File: src/core/pst_pkg.sv
// constants, types and helpers for the packet timeout and error-code slave
// assumes a 125 MHz system clock; bus offsets are byte addresses
package pst_pkg;
	// ****************
	// timing
	// ****************
	localparam int CLK_KHZ     = 125000;
	localparam int TOUT_STD_MS = 30;
	localparam int TOUT_EXT_MS = 255;
	localparam int TOUT_MIN_MS = 25;
	localparam int TOUT_STD_CYC = TOUT_STD_MS * CLK_KHZ;
	localparam int TOUT_EXT_CYC = TOUT_EXT_MS * CLK_KHZ;
	localparam int TOUT_MIN_CYC = TOUT_MIN_MS * CLK_KHZ;

	// ****************
	// register map
	// ****************
	localparam logic [4:0] OFS_CFG  = 5'h00;
	localparam logic [4:0] OFS_STAT = 5'h04;
	localparam logic [4:0] OFS_COMM = 5'h08;
	localparam logic [4:0] OFS_RX   = 5'h0c;
	localparam logic [4:0] OFS_TX   = 5'h10;
	localparam logic [4:0] OFS_DEC  = 5'h14;
	localparam int CFG_PEC_BIT  = 2;
	localparam int CFG_EXT_BIT  = 3;
	localparam int CFG_ADDR_LSB = 8;
	localparam logic [15:0] CFG_WMASK = 16'h7f0c;
	localparam logic [6:0] ADDR_RST = 7'h40;
	localparam int CML_CMD_BIT  = 7;
	localparam int CML_DATA_BIT = 6;
	localparam int CML_PEC_BIT  = 5;
	localparam int BUSY_BIT     = 3;
	localparam int CML_TOUT_BIT = 1;
	localparam logic [7:0] CML_MASK = 8'he2;
	localparam int ST_BUSY_BIT = 7;
	localparam int ST_CML_BIT  = 1;
	localparam logic [7:0] L16_EXP = 8'hf4;
	localparam logic [7:0] CRC_POLY = 8'h07;
	localparam logic [7:0] FLOG_CMD_DEF = 8'hee;

	typedef enum logic [2:0] {
		ST_IDLE = 3'h0,
		ST_RXB  = 3'h1,
		ST_ACK  = 3'h3,
		ST_TXB  = 3'h2,
		ST_MACK = 3'h6,
		ST_DONE = 3'h7
	} pst_state_type;

	typedef enum logic [1:0] {CLS_SUPP = 2'h0, CLS_UNSUP = 2'h1, CLS_RSVD = 2'h2} pst_cls_type;

	function automatic pst_cls_type pst_classify(input logic [7:0] c, input logic [7:0] flog);
		logic hit;
		case (c)
			8'h00, 8'h01, 8'h02, 8'h03, 8'h05, 8'h06, 8'h10, 8'h15, 8'h16, 8'h19,
			8'h1b, 8'h20, 8'h21, 8'h24, 8'h25, 8'h26, 8'h27, 8'h33, 8'h35, 8'h36,
			8'h38, 8'h40, 8'h41, 8'h42, 8'h43, 8'h44, 8'h45, 8'h46, 8'h47, 8'h4a,
			8'h4f: hit = 1'b1;
			default: hit = (c == flog);
		endcase
		if (hit)
			return CLS_SUPP;
		return (c < 8'hd0) ? CLS_UNSUP : CLS_RSVD;
	endfunction

	function automatic logic [7:0] pst_crc8(input logic [7:0] c, input logic [7:0] d);
		logic [7:0] r;
		r = c ^ d;
		for (int i = 0; i < 8; i++) begin
			r = r[7] ? ({r[6:0], 1'b0} ^ CRC_POLY) : {r[6:0], 1'b0};
		end
		return r;
	endfunction
endpackage

File: src/core/pst_slave.sv
// serial slave integrity layer: packet timer, error code, fault causes
// assumes i_scl/i_sda from pins, Avalon-MM master on the system clock
// Functional notes
// packet timer starts at first START, stops at STOP
// on timer expiry release SDA and discard the message
// timed span includes repeated START, second address, acks, data
// default packet timeout is 30 ms
// config bit 3 extends timeout to 255 ms
// fault history log block reads always get 255 ms
// timeout never shorter than 25 ms
// works at bus clock rates 10 kHz to 400 kHz
// last data sender appends CRC-8 error code
// reads return a correct error code when host clocks one out
// config bit 2 makes writes without valid error code ignored
// bad code, unsupported command or invalid data raise comm fault
// comm fault sets byte and word summary flags and cause bit
// unlisted 0x00-0xcf unsupported, unlisted 0xd0-0xff reserved
// reading an unlisted command leaves operation undisturbed; unsupported reads here still raise a comm fault
// host should not write unsupported or reserved commands
// signal busy when commands arrive faster than processed
// exponent-mantissa word: 5-bit signed exponent, 11-bit signed mantissa
// fixed-exponent word: 16-bit unsigned mantissa times 2^-12
// slave only, never starts a transaction
// error code is CRC-8 x^8+x^2+x+1, zero start, all bytes
`timescale 1ns/1ps
`default_nettype none
module pst_slave
	import pst_pkg::*;
#(
	parameter int         P_TOUT_STD_CYC = TOUT_STD_CYC,
	parameter int         P_TOUT_EXT_CYC = TOUT_EXT_CYC,
	parameter int         P_TOUT_MIN_CYC = TOUT_MIN_CYC,
	parameter logic [7:0] P_FLOG_CMD     = FLOG_CMD_DEF
) (
	input  wire logic        i_clk,             // system clock
	input  wire logic        i_sys_rst,         // sync reset, high
	input  wire logic [4:0]  i_avs_address,     // byte address
	input  wire logic        i_avs_read,        // read request
	input  wire logic        i_avs_write,       // write request
	input  wire logic [31:0] i_avs_writedata,   // write data
	input  wire logic [3:0]  i_avs_byteenable,  // byte lanes
	output logic      [31:0] o_avs_readdata,    // read data
	output logic             o_avs_waitrequest, // stall
	input  wire logic        i_scl,             // bus clock pin
	input  wire logic        i_sda,             // data pin level
	output logic             o_sda_out,         // data drive value
	output logic             o_sda_oe           // data pull low enable
);
	localparam int TW = $clog2(P_TOUT_EXT_CYC + 1);

	// ****************
	// pin sampling
	// ****************
	logic scl_m_reg, scl_s_reg, scl_d_reg;
	logic sda_m_reg, sda_s_reg, sda_d_reg;
	logic scl_rise, scl_fall, start_ev, stop_ev;

	// two-stage sync then edge find; 125 MHz oversamples 400 kHz widely
	always_ff @(posedge i_clk) begin
		scl_m_reg <= i_scl;
		scl_s_reg <= scl_m_reg;
		scl_d_reg <= scl_s_reg;
		sda_m_reg <= i_sda;
		sda_s_reg <= sda_m_reg;
		sda_d_reg <= sda_s_reg;
	end

	assign scl_rise = scl_s_reg & ~scl_d_reg;
	assign scl_fall = ~scl_s_reg & scl_d_reg;
	assign start_ev = scl_s_reg & scl_d_reg & sda_d_reg & ~sda_s_reg;
	assign stop_ev  = scl_s_reg & scl_d_reg & ~sda_d_reg & sda_s_reg;

	// ****************
	// packet engine
	// ****************
	pst_state_type st_reg, st_next;
	logic [2:0]  bit_reg, bit_next, txi_reg, txi_next;
	logic [7:0]  sh_reg, sh_next, crc_reg, crc_next;
	logic [7:0]  cmd_reg, cmd_next;
	logic [15:0] dat_reg, dat_next;
	logic [3:0]  idx_reg, idx_next, cnt;
	logic [TW-1:0] tmr_reg, tmr_next;
	logic oe_reg, oe_next, run_reg, run_next, adr_reg, adr_next;
	logic rd_reg, rd_next, long_reg, long_next;
	logic tout, has_pec, commit, ev_cmd, ev_pec, ev_busy;
	logic [7:0]  txb;
	pst_cls_type cls;

	// bus-side registers used by the engine
	logic [15:0] cfg_reg, tx_reg;
	logic [1:0]  txlen_reg;
	logic        pend_reg;

	assign cls = pst_classify(cmd_reg, P_FLOG_CMD);
	// a trailing valid code folds the running CRC back to zero; the shifter is no
	// use here, the STOP's own clock rise has already shifted a bit into it
	assign has_pec = (idx_reg >= 4'd2) && (crc_reg == 8'h00);
	assign cnt = has_pec ? idx_reg - 4'd2 : idx_reg - 4'd1;
	// limit picked live, so a fault log read extends mid-packet
	// defaults are never below the 25 ms floor; only shortened sims go lower
	assign tout = run_reg && (tmr_reg == ((cfg_reg[CFG_EXT_BIT] || long_reg) ?
		TW'(P_TOUT_EXT_CYC - 1) : TW'(P_TOUT_STD_CYC - 1)));
	// data bytes, then the running code, then idle ones
	assign txb = (txi_reg < {1'b0, txlen_reg}) ? (txi_reg[0] ? tx_reg[15:8] : tx_reg[7:0]) :
		(txi_reg == {1'b0, txlen_reg}) ? crc_reg : 8'hff;

	always_comb begin
		st_next = st_reg;
		bit_next = bit_reg;
		txi_next = txi_reg;
		sh_next = sh_reg;
		crc_next = crc_reg;
		cmd_next = cmd_reg;
		dat_next = dat_reg;
		idx_next = idx_reg;
		tmr_next = tmr_reg;
		oe_next = oe_reg;
		run_next = run_reg;
		adr_next = adr_reg;
		rd_next = rd_reg;
		long_next = long_reg;
		commit = 1'b0;
		ev_cmd = 1'b0;
		ev_pec = 1'b0;
		ev_busy = 1'b0;
		if (run_reg)
			tmr_next = tmr_reg + 1'b1;
		if (start_ev) begin
			// a repeated START keeps the timer and code running
			if (!run_reg) begin
				tmr_next = '0;
				run_next = 1'b1;
				idx_next = '0;
				crc_next = '0;
				long_next = 1'b0;
			end
			rd_next = 1'b0;
			st_next = ST_RXB;
			bit_next = '0;
			oe_next = 1'b0;
			adr_next = 1'b1;
		end else if (stop_ev) begin
			// stop ends the packet; writes are judged here
			if (run_reg && !rd_reg && st_reg != ST_DONE && idx_reg != 4'd0) begin
				// a missing or bad code blocks the write
				if (cfg_reg[CFG_PEC_BIT] && !has_pec)
					ev_pec = 1'b1;
				// unlisted writes fault and are dropped
				else if (cls != CLS_SUPP)
					ev_cmd = 1'b1;
				else
					commit = 1'b1;
			end
			run_next = 1'b0;
			st_next = ST_IDLE;
			oe_next = 1'b0;
		end else if (tout) begin
			// let go of the line and forget the message
			st_next = ST_DONE;
			oe_next = 1'b0;
			run_next = 1'b0;
		end else begin
			case (st_reg)
				ST_RXB: if (scl_rise) begin
					sh_next = {sh_reg[6:0], sda_s_reg};
					bit_next = bit_reg + 3'd1;
					if (bit_reg == 3'd7)
						st_next = ST_ACK;
				end
				ST_ACK: if (scl_fall) begin
					if (bit_reg == 3'd0) begin
						bit_next = 3'd1;
						if (adr_reg) begin
							if (sh_reg[7:1] != cfg_reg[CFG_ADDR_LSB +: 7]) begin
								st_next = ST_DONE;
							end else begin
								// address bytes go into the code too
								oe_next = 1'b1;
								adr_next = 1'b0;
								rd_next = sh_reg[0];
								crc_next = pst_crc8(crc_reg, sh_reg);
								txi_next = '0;
								if (sh_reg[0]) begin
									// fault log reads get the long limit
									long_next = long_reg | (cmd_reg == P_FLOG_CMD);
									// reserved reads are harmless, unsupported fault
									ev_cmd = (cls == CLS_UNSUP);
								end
							end
						end else if (idx_reg == 4'd0 && pend_reg) begin
							// previous command not yet taken: refuse
							st_next = ST_DONE;
							ev_busy = 1'b1;
						end else begin
							oe_next = 1'b1;
							crc_next = pst_crc8(crc_reg, sh_reg);
							if (idx_reg != 4'hf)
								idx_next = idx_reg + 4'd1;
							if (idx_reg == 4'd0)
								cmd_next = sh_reg;
							if (idx_reg == 4'd1)
								dat_next[7:0] = sh_reg;
							if (idx_reg == 4'd2)
								dat_next[15:8] = sh_reg;
						end
					end else begin
						bit_next = '0;
						if (rd_reg) begin
							st_next = ST_TXB;
							sh_next = txb;
							oe_next = ~txb[7];
							if (txi_reg != 3'd7)
								txi_next = txi_reg + 3'd1;
							if (txi_reg < {1'b0, txlen_reg})
								crc_next = pst_crc8(crc_reg, txb);
						end else begin
							st_next = ST_RXB;
							oe_next = 1'b0;
						end
					end
				end
				ST_TXB: if (scl_fall) begin
					if (bit_reg == 3'd7) begin
						oe_next = 1'b0;
						st_next = ST_MACK;
					end else begin
						sh_next = {sh_reg[6:0], 1'b1};
						oe_next = ~sh_reg[6];
						bit_next = bit_reg + 3'd1;
					end
				end
				ST_MACK: if (scl_rise) begin
					st_next = sda_s_reg ? ST_DONE : ST_ACK;
					bit_next = 3'd1;
				end
				default: ;
			endcase
		end
	end

	always_ff @(posedge i_clk) begin
		if (i_sys_rst) begin
			st_reg <= ST_IDLE;
			bit_reg <= '0;
			txi_reg <= '0;
			sh_reg <= '0;
			crc_reg <= '0;
			cmd_reg <= '0;
			dat_reg <= '0;
			idx_reg <= '0;
			tmr_reg <= '0;
			oe_reg <= 1'b0;
			run_reg <= 1'b0;
			adr_reg <= 1'b0;
			rd_reg <= 1'b0;
			long_reg <= 1'b0;
		end else begin
			st_reg <= st_next;
			bit_reg <= bit_next;
			txi_reg <= txi_next;
			sh_reg <= sh_next;
			crc_reg <= crc_next;
			cmd_reg <= cmd_next;
			dat_reg <= dat_next;
			idx_reg <= idx_next;
			tmr_reg <= tmr_next;
			oe_reg <= oe_next;
			run_reg <= run_next;
			adr_reg <= adr_next;
			rd_reg <= rd_next;
			long_reg <= long_next;
		end
	end

	// only ever pulls SDA low, never touches SCL
	assign o_sda_out = 1'b0;
	assign o_sda_oe = oe_reg;

	// ****************
	// register slave
	// ****************
	logic [15:0] cfg_next, tx_next, rxdat_reg, rxdat_next;
	logic [1:0]  txlen_next;
	logic [7:0]  comm_reg, comm_next, rxcmd_reg, rxcmd_next, stat_byte;
	logic [3:0]  rxcnt_reg, rxcnt_next;
	logic [31:0] rdata_reg, rdata_next, wm, wd;
	logic        pend_next, bak_reg, bak_next, wr_fire, cml;
	logic [7:0]  l11_exp;
	logic [15:0] l11_man;

	// decode of the last word taken
	assign l11_exp = {{3{rxdat_reg[15]}}, rxdat_reg[15:11]};
	assign l11_man = {{5{rxdat_reg[10]}}, rxdat_reg[10:0]};
	// one summary bit feeds both byte and word status
	assign cml = |(comm_reg & CML_MASK);
	always_comb begin
		stat_byte = 8'h00;
		stat_byte[ST_CML_BIT] = cml;
		stat_byte[ST_BUSY_BIT] = comm_reg[BUSY_BIT];
	end

	// one wait state on every access
	assign o_avs_waitrequest = (i_avs_read | i_avs_write) & ~bak_reg;
	assign wr_fire = i_avs_write & bak_reg;
	assign wm = {{8{i_avs_byteenable[3]}}, {8{i_avs_byteenable[2]}},
		{8{i_avs_byteenable[1]}}, {8{i_avs_byteenable[0]}}};
	assign wd = i_avs_writedata & wm;
	assign o_avs_readdata = rdata_reg;

	always_comb begin
		cfg_next = cfg_reg;
		tx_next = tx_reg;
		txlen_next = txlen_reg;
		comm_next = comm_reg;
		pend_next = pend_reg;
		rxcmd_next = rxcmd_reg;
		rxdat_next = rxdat_reg;
		rxcnt_next = rxcnt_reg;
		bak_next = (i_avs_read | i_avs_write) & ~bak_reg;
		rdata_next = rdata_reg;
		if (i_avs_read && !bak_reg) begin
			case (i_avs_address)
				OFS_CFG:  rdata_next = {16'h0000, cfg_reg};
				OFS_STAT: rdata_next = {14'h0000, run_reg, pend_reg, 8'h00, stat_byte};
				OFS_COMM: rdata_next = {24'h000000, comm_reg};
				OFS_RX:   rdata_next = {pend_reg, 3'h0, rxcnt_reg, rxdat_reg, rxcmd_reg};
				OFS_TX:   rdata_next = {14'h0000, txlen_reg, tx_reg};
				OFS_DEC:  rdata_next = {l11_exp, L16_EXP, l11_man};
				default:  rdata_next = 32'h00000000;
			endcase
		end
		if (wr_fire) begin
			case (i_avs_address)
				OFS_CFG: cfg_next = (cfg_reg & ~(wm[15:0] & CFG_WMASK)) | (wd[15:0] & CFG_WMASK);
				OFS_COMM: comm_next = comm_reg & ~wd[7:0];
				OFS_RX: pend_next = 1'b0;
				OFS_TX: begin
					tx_next = (tx_reg & ~wm[15:0]) | wd[15:0];
					if (i_avs_byteenable[2])
						txlen_next = wd[17:16];
				end
				// logic behind the slave reports bad data here
				OFS_DEC: comm_next[CML_DATA_BIT] = comm_reg[CML_DATA_BIT] | wd[0];
				default: ;
			endcase
		end
		// hardware events win over a same-cycle clear
		if (ev_cmd)
			comm_next[CML_CMD_BIT] = 1'b1;
		if (ev_pec)
			comm_next[CML_PEC_BIT] = 1'b1;
		if (ev_busy)
			comm_next[BUSY_BIT] = 1'b1;
		if (tout)
			comm_next[CML_TOUT_BIT] = 1'b1;
		if (commit) begin
			pend_next = 1'b1;
			rxcmd_next = cmd_reg;
			rxcnt_next = cnt;
			rxdat_next = (cnt == 4'd1) ? {8'h00, dat_reg[7:0]} : dat_reg;
		end
	end

	always_ff @(posedge i_clk) begin
		if (i_sys_rst) begin
			cfg_reg <= {1'b0, ADDR_RST, 8'h00};
			tx_reg <= '0;
			txlen_reg <= '0;
			comm_reg <= '0;
			pend_reg <= 1'b0;
			rxcmd_reg <= '0;
			rxdat_reg <= '0;
			rxcnt_reg <= '0;
			bak_reg <= 1'b0;
			rdata_reg <= '0;
		end else begin
			cfg_reg <= cfg_next;
			tx_reg <= tx_next;
			txlen_reg <= txlen_next;
			comm_reg <= comm_next;
			pend_reg <= pend_next;
			rxcmd_reg <= rxcmd_next;
			rxdat_reg <= rxdat_next;
			rxcnt_reg <= rxcnt_next;
			bak_reg <= bak_next;
			rdata_reg <= rdata_next;
		end
	end
endmodule
`default_nettype wire

File: config.mk
export PLATFORM = sky130hd
export DESIGN_NAME = pst_slave
export DESIGN_NICKNAME = d
export VERILOG_FILES = /design/src/core/pst_pkg.sv /design/src/core/pst_slave.sv
export SDC_FILE = /design/constraint.sdc
export NUM_CORES = 1
export LEC_CHECK = 0
export BUFFER_PORTS_ARGS = -buffer_cell sky130_fd_sc_hd__buf_2
export CAP_MARGIN = 40
export CORE_MARGIN = 2
export CORE_UTILIZATION = 60
export DETAILED_ROUTE_END_ITERATION = 8
export PLACE_DENSITY = 0.87
export SLEW_MARGIN = 20
export SYNTH_ARGS = -nofsm -noshare
export SYNTH_HDL_FRONTEND = slang
export SYNTH_SLANG_ARGS = --single-unit
File: constraint.sdc
create_clock -name i_clk -period 2.82 [get_ports i_clk]
set_input_delay 0.423 -clock i_clk [delete_from_list [all_inputs] [get_ports i_clk]]
set_output_delay 0.423 -clock i_clk [all_outputs]
set_load 0.01 [all_outputs]
# --- Yosys cells after proc, flatten, opt, wreduce, memory -nomap -nowiden ---
# Index checks and enable logic that the tools add are counted.
totals:
  inputBits: 47
  register_bits: 193
  elab_cells: 417
  output_inout_bits: 35
op_classes:
  addsub: 6
  muxes: 158
  n_eq_ne: 86
  reduce_logical: 75
  n_bitwise: 52
  n_lt_le_gt_ge: 3
op_table:
  columns: ["cell", "count"]
  rows:
  - ["one-hot mux 32 bit (6 select lines)", 1]
  - ["2-to-1 mux 8 bit", 22]
  - ["2-to-1 mux 3 bit", 38]
  - ["2-to-1 mux 25 bit", 4]
  - ["AND reduction 9 bit", 9]
  - ["== test 8 x 6 -> 1 bit (second input constant)", 10]
  - ["== test 8 x 7 -> 1 bit (second input constant)", 10]
  - ["2-to-1 mux 1 bit", 71]
  - ["inverter 3 bit", 16]
  - ["2-to-1 mux 4 bit", 11]
  - ["nonzero test 2 bit", 21]
  - ["== test 8 x 5 -> 1 bit (second input constant)", 5]
  - ["!= test 5 bit (second input constant)", 8]
  - ["AND 16 bit", 2]
  - ["OR reduction 31 bit", 1]
  - ["!= test 2 bit (second input constant)", 15]
  - ["adder 25 x 1 -> 25 bit (second input constant)", 1]
  - ["== test 25 bit", 1]
  - ["!= test 3 bit (second input constant)", 8]
  - ["one-hot mux 3 bit (4 select lines)", 2]
  - ["one-hot mux 8 bit (3 select lines)", 1]
  - ["!= test 4 bit (second input constant)", 5]
  - ["AND 18 bit", 1]
  - ["AND reduction 2 bit", 9]
  - ["other kinds (56)", 108]

# --- Longest topological paths before layout ---
# Gate-level depths: netlist of run 1.
logic_depth:
  depth_word: 28
  depth_mapped: 12
  depth_no_buf: 9

# --- Worst setup path after synthesis of run 1 ---
# Ideal clock, no wire load.
synth_path:
  path_type: "register to register"
  start: "register txi_reg[0]"
  end: "register crc_reg[0]"
  path_buffers: 4
  period_less_slack_ns: 2.336
  path_slack_ns: 0.484
  required_time_ns: 2.703
  setup_time_ns: 0.117
  path_stages_with_launch: 12
  arrival_ns: 2.220
  path_cell_list: "dfxtp_1 buf_6 inv_1 ha_1 nand2b_1 buf_2 and2_1 buf_4 a311o_2 and3_4 buf_8 a22o_1"
synth_via:
  elab_chain_cells: 17
  word_cells_on_any_way: 21
  cone_classes: "1 x order compare; 1 x eq/ne; 14 x mux; 3 x bitwise; 2 x reduce/logical"
synth_lines:
  columns: ["item", "line", "source"]
  rows:
  - ["start, declared", "pst_slave.sv:77", "logic [2:0] bit_reg, bit_next, txi_reg, txi_next;"]
  - ["start signal, assigned", "pst_slave.sv:260", "txi_reg <= txi_next;"]
  - ["parallel branches: the longest is 17 deep, another holds < comparator 3 x 2 -> 1 bit", null, null]
  - ["end signal, assigned", "pst_slave.sv:262", "crc_reg <= crc_next;"]
  - ["end, declared", "pst_slave.sv:78", "logic [7:0] sh_reg, sh_next, crc_reg, crc_next;"]
# Parallel ways; which one is timed is not known. The select of a mux whose other input is x is not followed.
# A chain may end at the register's enable or synchronous reset.

# --- Worst setup path after layout of run 1 ---
layout_path:
  start: "register txlen_reg[1]"
  end: "register crc_reg[3]"
layout_via:
  elab_chain_cells: 17
  word_cells_on_any_way: 22
  cone_classes: "1 x order compare; 1 x eq/ne; 14 x mux; 4 x bitwise; 2 x reduce/logical"
layout_lines:
  columns: ["item", "line", "source"]
  rows:
  - ["start, declared", "pst_slave.sv:91", "logic [1:0] txlen_reg;"]
  - ["start signal, assigned", "pst_slave.sv:379", "txlen_reg <= txlen_next;"]
  - ["parallel branches: the longest is 17 deep, another holds < comparator 3 x 2 -> 1 bit", null, null]
# Parallel ways; which one is timed is not known. The select of a mux whose other input is x is not followed.

==> PnR_summary.wiki, run 1 <==
{| class="wikitable"
! Metric !! Value
|-
| Status || complete, no violations
|-
| Highest ir drop seen on vdd || 0.000479 V
|-
| Clock Tree Buf Depth || 2
|-
| Number of buffer and inverter instances along the worst setup path || 1
|-
| Clock buffers created by TritonCTS || 17
|-
| Buffers on Ports || 65
|-
| Clk slew on worst S/H paths || 0.08 ns
|-
| Synth top area share || 0.376
|-
| Gate count of the mapped netlist || 1105
|-
| Class of the tightest hold or removal check || in -> reg
|-
| Floorplan die area || 17400 um2
|-
| Type of the setup path with the least slack || reg -> reg
|-
| Final GP Congestion || 0.937
|-
| Placed wire-length estimate after detailed placement || 17.2 mm
|-
| Flop and latch count out of synthesis || 184
|-
| Startpoint kind of the worst setup timing path || flop
|-
| Number of flops mapped to enable cells by yosys || 0
|-
| Power Density || 494 nW/um2
|-
| Worst skew pair latency || 0.44 ns
|-
| Share of cell area taken by muxes after synthesis || 0.111
|-
| Static power due to leakage || 4.18 nW
|-
| Slew Viols, Final || 0
|-
| Post-CTS setup buffers || 0
|-
| Count of max-cap constraint violations || 0
|-
| Register area share after synthesis || 0.376
|-
| Worst-case clock skew || 0.00915 ns
|-
| Routed WL || 24.5 mm
|-
| TritonCTS clock tree || built
|-
| Biggest area contributors in the synthesized netlist || sky130_fd_sc_hd__dfxtp_1 (38%), sky130_fd_sc_hd__mux2i_1 (10%), sky130_fd_sc_hd__nor2_1 (6.4%)
|-
| # hold bufs at CTS || 0
|-
| Final antenna diode count || 0
|-
| Maximum number of pins on one net before global-route repair || 61
|-
| YS warnings || 0
|-
| Number of hold-slack violations in the final timing report || 0
|-
| Global-route wire length before repair || 40.2 mm
|-
| Simple-gate share of the synthesized area || 0.223
|-
| Top cells by instance count after synthesis || sky130_fd_sc_hd__dfxtp_1 (184), sky130_fd_sc_hd__nor2_1 (168), sky130_fd_sc_hd__mux2i_1 (100)
|-
| Area fraction in compound gates after synthesis || 0.150
|-
| Arithmetic-cell share of the synthesized area counting full adders, half adders and majority gates || 0.0217
|-
| Share of the clock period used by the worst path || 0.897
|-
| Total vias in the final route || 8404
|-
| Antenna violations before repair || 0
|-
| Mean instance size in the synthesized netlist || 8.86 um2
|-
| Root Buffer Master || sky130_fd_sc_hd__clkbuf_16
|-
| Vertical die dimension || 132 um
|-
| Worst slew slack as a fraction of its limit || 0.470
|-
| Filler Cells Inserted || 1217
|-
| Standard-cell rows || 46
|-
| Largest area contributor in the netlist || sky130_fd_sc_hd__dfxtp_1
|-
| Wirelength per Cell || 17.9 um
|-
| Die outline width || 132 um
|-
| Setup repair after global routing missed its margin || no
|-
| Mapped cell area || 9790 um2
|-
| Post-Synth XOR/XNOR Area || 0.0669
|-
| Detailed-route DRC error count || 0
|-
| Total power of the final layout || 5.33 mW
|-
| CP endpoint kind || flop
|-
| Slew @ Worst Pin || 0.791 ns
|-
| Fraction of layout cells with a size suffix above 1 || 0.157
|-
| Initial standard-cell utilization of the core || 0.614
|-
| Dominant cell by count in the synthesized netlist || sky130_fd_sc_hd__dfxtp_1
|-
| Layout-stage area growth over the synthesis result || 10.3%
|-
| Net count of the mapped netlist || 1169
|-
| Time the worst path needs with I/O delays and setup || 2.53 ns
|-
| Crit path max-delay cell type || sky130_fd_sc_hd__dfxtp_1
|-
| Delay of the slowest cell on the worst path || 0.40 ns
|-
| Total global routing track utilization || 0.283
|-
| CTS-repair resized insts || 0
|-
| Total Nets Final || 1200
|-
| F_max || 396 MHz
|-
| Post-synth cell types || 89
|-
| Top-Level Pins || 82
|-
| Family of cells with the greatest summed delay on the critical path || simple AND/OR/NAND/NOR gates
|-
| Remaining antenna violation count || 0
|-
| Drt pass-1 iters || 5
|-
| Average via count per standard cell || 6.16
|-
| Total negative slack for setup checks || 0 ns
|-
| Critical path data arrival time || 2.86 ns
|-
| Cell Chain, Critical Path || inv_1 -> ha_1 -> nor2_4 -> and2_1 -> o21ai_0 -> a32oi_2 -> xnor3_1 -> nor2_1 -> o21ai_1
|-
| Remaining global-route overflow || 0
|-
| Core area || 15900 um2
|-
| # setup viols final || 0
|-
| Maximum fanout along the worst path || 10
|-
| Vias in the first global route || 7941
|-
| CTS H-tree depth || 4
|-
| Most common flop cell mapped by yosys || sky130_fd_sc_hd__dfxtp_1
|-
| Req. time, crit path || 3.15 ns
|-
| Iter 0 DRT Violations || 981
|-
| Share of synthesized registers carrying an async set or reset || 0
|-
| Combinational family with the most area after synthesis || simple AND/OR/NAND/NOR gates
|-
| Count of clock tree sinks || 184
|}
-- per-stage QoR --
stage | cells | hold slack (ns) | area, um2 | setup WS (ns) | utilization
finish | 1365 | 0.0803 | 10800 | 0.292 | 0.677
global route | 1365 | 0.0663 | 10800 | 0.153 | 0.677
CTS | 1365 | 0.0739 | 10800 | 0.326 | 0.677
detailed placement | 1333 | 0.323 | 10200 | 0.393 | 0.638
global placement | 1333 | 0.312 | 10200 | 0.457 | 0.638
floorplan | 1105 | 0.310 | 9790 | 0.484 | -
-- area by class of cell --
type,count,area (um2),share of cell area
Timing Repair Buffer,92,543,0.0503
Sequential cell,184,3680,0.341
Clock inverter,15,199,0.0184
Clock buffer,17,425,0.0394
Multi-Input combinational cell,823,5610,0.519
Inverter,18,67.6,0.00626
Tap cell,216,270,0.0250
-- layout by cell type (no fill, tap or decap), drive strengths merged, types with 11 or more instances in the layout --
master | netlist | routed
buf | 39 | 92
or3 | 11 | 11
nand3 | 28 | 28
o21ai | 62 | 62
a21oi | 79 | 79
nor2b | 13 | 13
a221oi | 11 | 11
xnor2 | 41 | 41
nand2 | 77 | 77
nand2b | 27 | 27
dfxtp | 184 | 184
xor2 | 20 | 20
nand4 | 16 | 16
inv | 18 | 26
mux2i | 103 | 103
nor2 | 170 | 170
clkbuf | 41 | 17
ha | 17 | 17
-- path summary, 6_finish.rpt --
check	from	endpoint	slack, ns	depth (start not counted)
min	i_scl	scl_m_reg	0.08	1
max	txlen_reg[1]	crc_reg[3]	0.29	9
min reg2reg	sda_m_reg	sda_s_reg	0.34	0
max reg2reg	txlen_reg[1]	crc_reg[3]	0.29	9
-- where the power goes --
group / switching [mW] / internal, mW / leakage (nW)
registers: 0.0130 / 2.61 / 1.48
logic: 0.129 / 0.0618 / 2.39
clock network: 1.16 / 1.36 / 0.306
total: 1.30 / 4.03 / 4.18
-- per-layer routing --
| metal | global-route usage | up-vias | part of all wire |
|---|---|---|---|
| li1 | - | 3946 | - |
| met1 | 0.371 | 4035 | 0.42 |
| met2 | 0.462 | 360 | 0.48 |
| met3 | 0.0613 | 63 | 0.078 |
| met4 | 0.100 | 0 | 0.024 |
| met5 | 0 | - | 0 |
-- kinds of logic after synthesis --
logic type	after synthesis
adders and majority gates	17
buffers and inverters	98
muxes	106
DFF	184
and+or+nand+nor	415
xor gates and xnor gates	63
AOI/OAI and AO/OA	221
other	1
Power figures use the tool's default switching activity.
==> inputs of run 2 (changes only) <==
BUFFER_PORTS_ARGS = -buffer_cell sky130_fd_sc_hd__buf_4   (was -buffer_cell sky130_fd_sc_hd__buf_2)
==> PnR_summary.wiki, run 2 (synthesized netlist as in run 1, its figures left out) <==
{| class="wikitable"
! Metric !! Value
|-
| Worst skew pair latency || 0.45 ns (about the same)
|-
| Total Nets Final || 1201 (+0.083%)
|-
| Family of cells with the greatest summed delay on the critical path || compound AO/OA/AOI/OAI gates
|-
| Post-CTS setup buffers || 0 (unchanged)
|-
| Vias in the first global route || 7939 (-0.025%)
|-
| Setup repair after global routing missed its margin || no
|-
| FF-to-FF setup slack || 0.12 ns (-0.17 ns)
|-
| Placed Instances || 1334 (+0.075%)
|-
| Most common cell after layout, fill and taps aside || sky130_fd_sc_hd__dfxtp_1
|-
| Cell Chain, Critical Path || inv_1 -> ha_1 -> nand2b_1 -> a21o_1 -> nand2_1 -> mux2_2 -> xnor3_1 -> nor2_1 -> o21ai_1
|-
| Top-Level Pins || 82 (unchanged)
|-
| Number of hold-slack violations in the final timing report || 0 (unchanged)
|-
| Placed wire-length estimate after detailed placement || 17.0 mm (-1.5%)
|-
| Floorplan die area || 17400 um2 (unchanged)
|-
| Number of cell instances on the worst register-to-register path || 9 (unchanged)
|-
| Wirelength per Cell || 18.0 um (+0.51%)
|-
| Setup slack of the critical path after layout || 0.117 ns (-0.175 ns)
|-
| Die outline width || 132 um (unchanged)
|-
| Start point of the worst min-delay path || i_scl
|-
| Type of the setup path with the least slack || reg -> reg
|-
| Clock buffers created by TritonCTS || 17 (unchanged)
|-
| Remaining global-route overflow || 0 (unchanged)
|-
| Time the worst path needs with I/O delays and setup || 2.70 ns (+0.175 ns)
|-
| Global-route wire length before repair || 40.0 mm (-0.34%)
|-
| Power Density || 488 nW/um2 (-1.2%)
|-
| Number of buffer and inverter instances along the worst setup path || 1 (unchanged)
|-
| Remaining antenna violation count || 0 (unchanged)
|-
| Clk slew on worst S/H paths || 0.08 ns (about the same)
|-
| Total power of the final layout || 5.34 mW (+0.25%)
|-
| Iter 0 DRT Violations || 862 (-12%)
|-
| # hold bufs at CTS || 0 (unchanged)
|-
| # setup viols final || 0 (unchanged)
|-
| Slew Viols, Final || 0 (unchanged)
|-
| Sw power || 1.29 mW (-0.84%)
|-
| Fraction of layout cells with a size suffix above 1 || 0.157 (+0.000733)
|-
| F_max || 370 MHz (-6.5%)
|-
| Combinational fraction of design power || 0.038 (+0.002)
|-
| Startpoint kind of the worst setup timing path || flop
|-
| Final antenna diode count || 0 (unchanged)
|-
| Non-filler cells in the finished layout || 1366 (+0.073%)
|-
| Total global routing track utilization || 0.283 (+0.000660)
|-
| Req. time, crit path || 3.16 ns (about the same)
|-
| Average via count per standard cell || 6.22 (+1.1%)
|-
| Core area || 15900 um2 (unchanged)
|-
| Clock Tree Buf Depth || 2 (unchanged)
|-
| Buffers on Ports || 65 (unchanged)
|-
| Root Buffer Master || sky130_fd_sc_hd__clkbuf_16
|-
| Final GP Congestion || 0.938 (about the same)
|-
| Share of power burned in registers || 0.490 (about the same)
|-
| Highest ir drop seen on vdd || 0.000643 V (+34%)
|-
| CP endpoint kind || flop
|-
| Slew @ Worst Pin || 0.741 ns (-0.0509 ns)
|-
| Routed WL || 24.6 mm (+0.58%)
|-
| Count of clock tree sinks || 184 (unchanged)
|-
| Count of max-cap constraint violations || 0 (unchanged)
|-
| Worst slack after detailed placement || 0.233 ns (-0.161 ns)
|-
| Most frequent cells in the layout || sky130_fd_sc_hd__dfxtp_1 (184), sky130_fd_sc_hd__nor2_1 (168), sky130_fd_sc_hd__mux2i_1 (100)
|-
| Total vias in the final route || 8502 (+1.2%)
|-
| Internal power consumption || 4.05 mW (+0.61%)
|-
| Critical path data arrival time || 3.04 ns (+0.18 ns)
|-
| Cells on Worst Hold Path || 1 (unchanged)
|-
| Source of the critical timing path || txlen_reg[1]
|-
| Maximum fanout along the worst path || 18 (+8)
|-
| Detailed-route DRC error count || 0 (unchanged)
|-
| Clock share of power || 0.471 (-0.002)
|-
| Standard-cell rows || 46 (unchanged)
|-
| Share of the clock period used by the worst path || 0.958 (+0.0619)
|-
| Worst slew slack as a fraction of its limit || 0.504 (+0.0341)
|-
| Crit path max-delay cell type || sky130_fd_sc_hd__a21o_1
|-
| Layout-stage area growth over the synthesis result || 12.0%
|-
| Launching point of the worst reg2reg path || txlen_reg[1]
|-
| Final Instance Area || 11000 um2 (+1.5%)
|-
| CTS H-tree depth || 4 (unchanged)
|-
| Path length in cells of the critical path || 9 (unchanged)
|-
| Drt pass-1 iters || 6 (+1)
|-
| Maximum number of pins on one net before global-route repair || 71 (+16%)
|-
| Vertical die dimension || 132 um (unchanged)
|-
| Delay of the slowest cell on the worst path || 0.50 ns (+0.10 ns)
|-
| Static power due to leakage || 4.20 nW (+0.55%)
|-
| Class of the tightest hold or removal check || in -> reg
|-
| Status || complete, no violations
|-
| Worst-case clock skew || 0.00919 ns (+0.0000397 ns)
|-
| TritonCTS clock tree || built
|-
| Initial standard-cell utilization of the core || 0.614 (unchanged)
|-
| Placed cell areas || 10300 um2 (+1.6%)
|-
| CTS-repair resized insts || 0 (unchanged)
|-
| Share of the core filled with cells || 0.687 (+0.0101)
|-
| Antenna violations before repair || 0 (unchanged)
|-
| Min Hold Slack || 0.0771 ns (-0.00323 ns)
|-
| Fraction of power spent switching nets || 0.241 (-0.00266)
|-
| Total negative slack for setup checks || 0 ns (unchanged)
|}
## run 2: cell types whose count changed in the layout (fill, tap and decap cells not counted)
| cell | change |
|---|---|
| sky130_fd_sc_hd__clkinv_8 | -1 |
| sky130_fd_sc_hd__clkinvlp_4 | +1 |
| sky130_fd_sc_hd__inv_8 | -1 |
| sky130_fd_sc_hd__buf_4 | +65 |
| sky130_fd_sc_hd__buf_2 | -64 |
| sky130_fd_sc_hd__inv_6 | +1 |
| sky130_fd_sc_hd__clkbuf_8 | +1 |
| sky130_fd_sc_hd__clkinv_4 | -1 |
## run 2: worst register-to-register path, delay by kind of cell, from the launching register on
family / cells / cell delay (ns)
xor gates and xnor gates: 1 / 0.36
muxes: 1 / 0.32
AOI/OAI and AO/OA: 2 / 0.59
adders and majority gates: 1 / 0.31
DFF: 1 / 0.41
and+or+nand+nor: 3 / 0.51
buffers and inverters: 1 / 0.11
## run 2: cell type report
cell class / instances / area (um2)
clock inverters: 14 / 179
repair buffers: 93 / 711
well taps: 216 / 270
multi-input cells: 823 / 5610
flip-flops and latches: 184 / 3680
clock buffers: 18 / 439
inverters: 18 / 67.6
fillers: 1183 / 4980
## run 2: final timing paths
check,to
max,crc_reg[3]
min,scl_m_reg
max reg2reg,crc_reg[3]
min reg2reg,sda_s_reg
## run 2: per-layer routing
layer / GRT usage / part of all wire / vias to the layer above
li1: - / - / 3946
met1: 0.376 / 0.41 / 4085
met2: 0.457 / 0.47 / 389
met3: 0.0513 / 0.086 / 82
met4: 0.117 / 0.031 / 0
met5: 0 / 0 / -
## run 2: power groups by stage
stage          sequential (mW)  combinational (mW)  clock [mW]
3_3_place_gp              2.68               0.198           0
5_1_grt                   2.62               0.220        2.62
3_5_place_dp              2.68               0.200           0
2_1_floorplan             2.68               0.122           0
4_1_cts                   2.62               0.202        2.53
6_report                  2.62               0.206        2.52
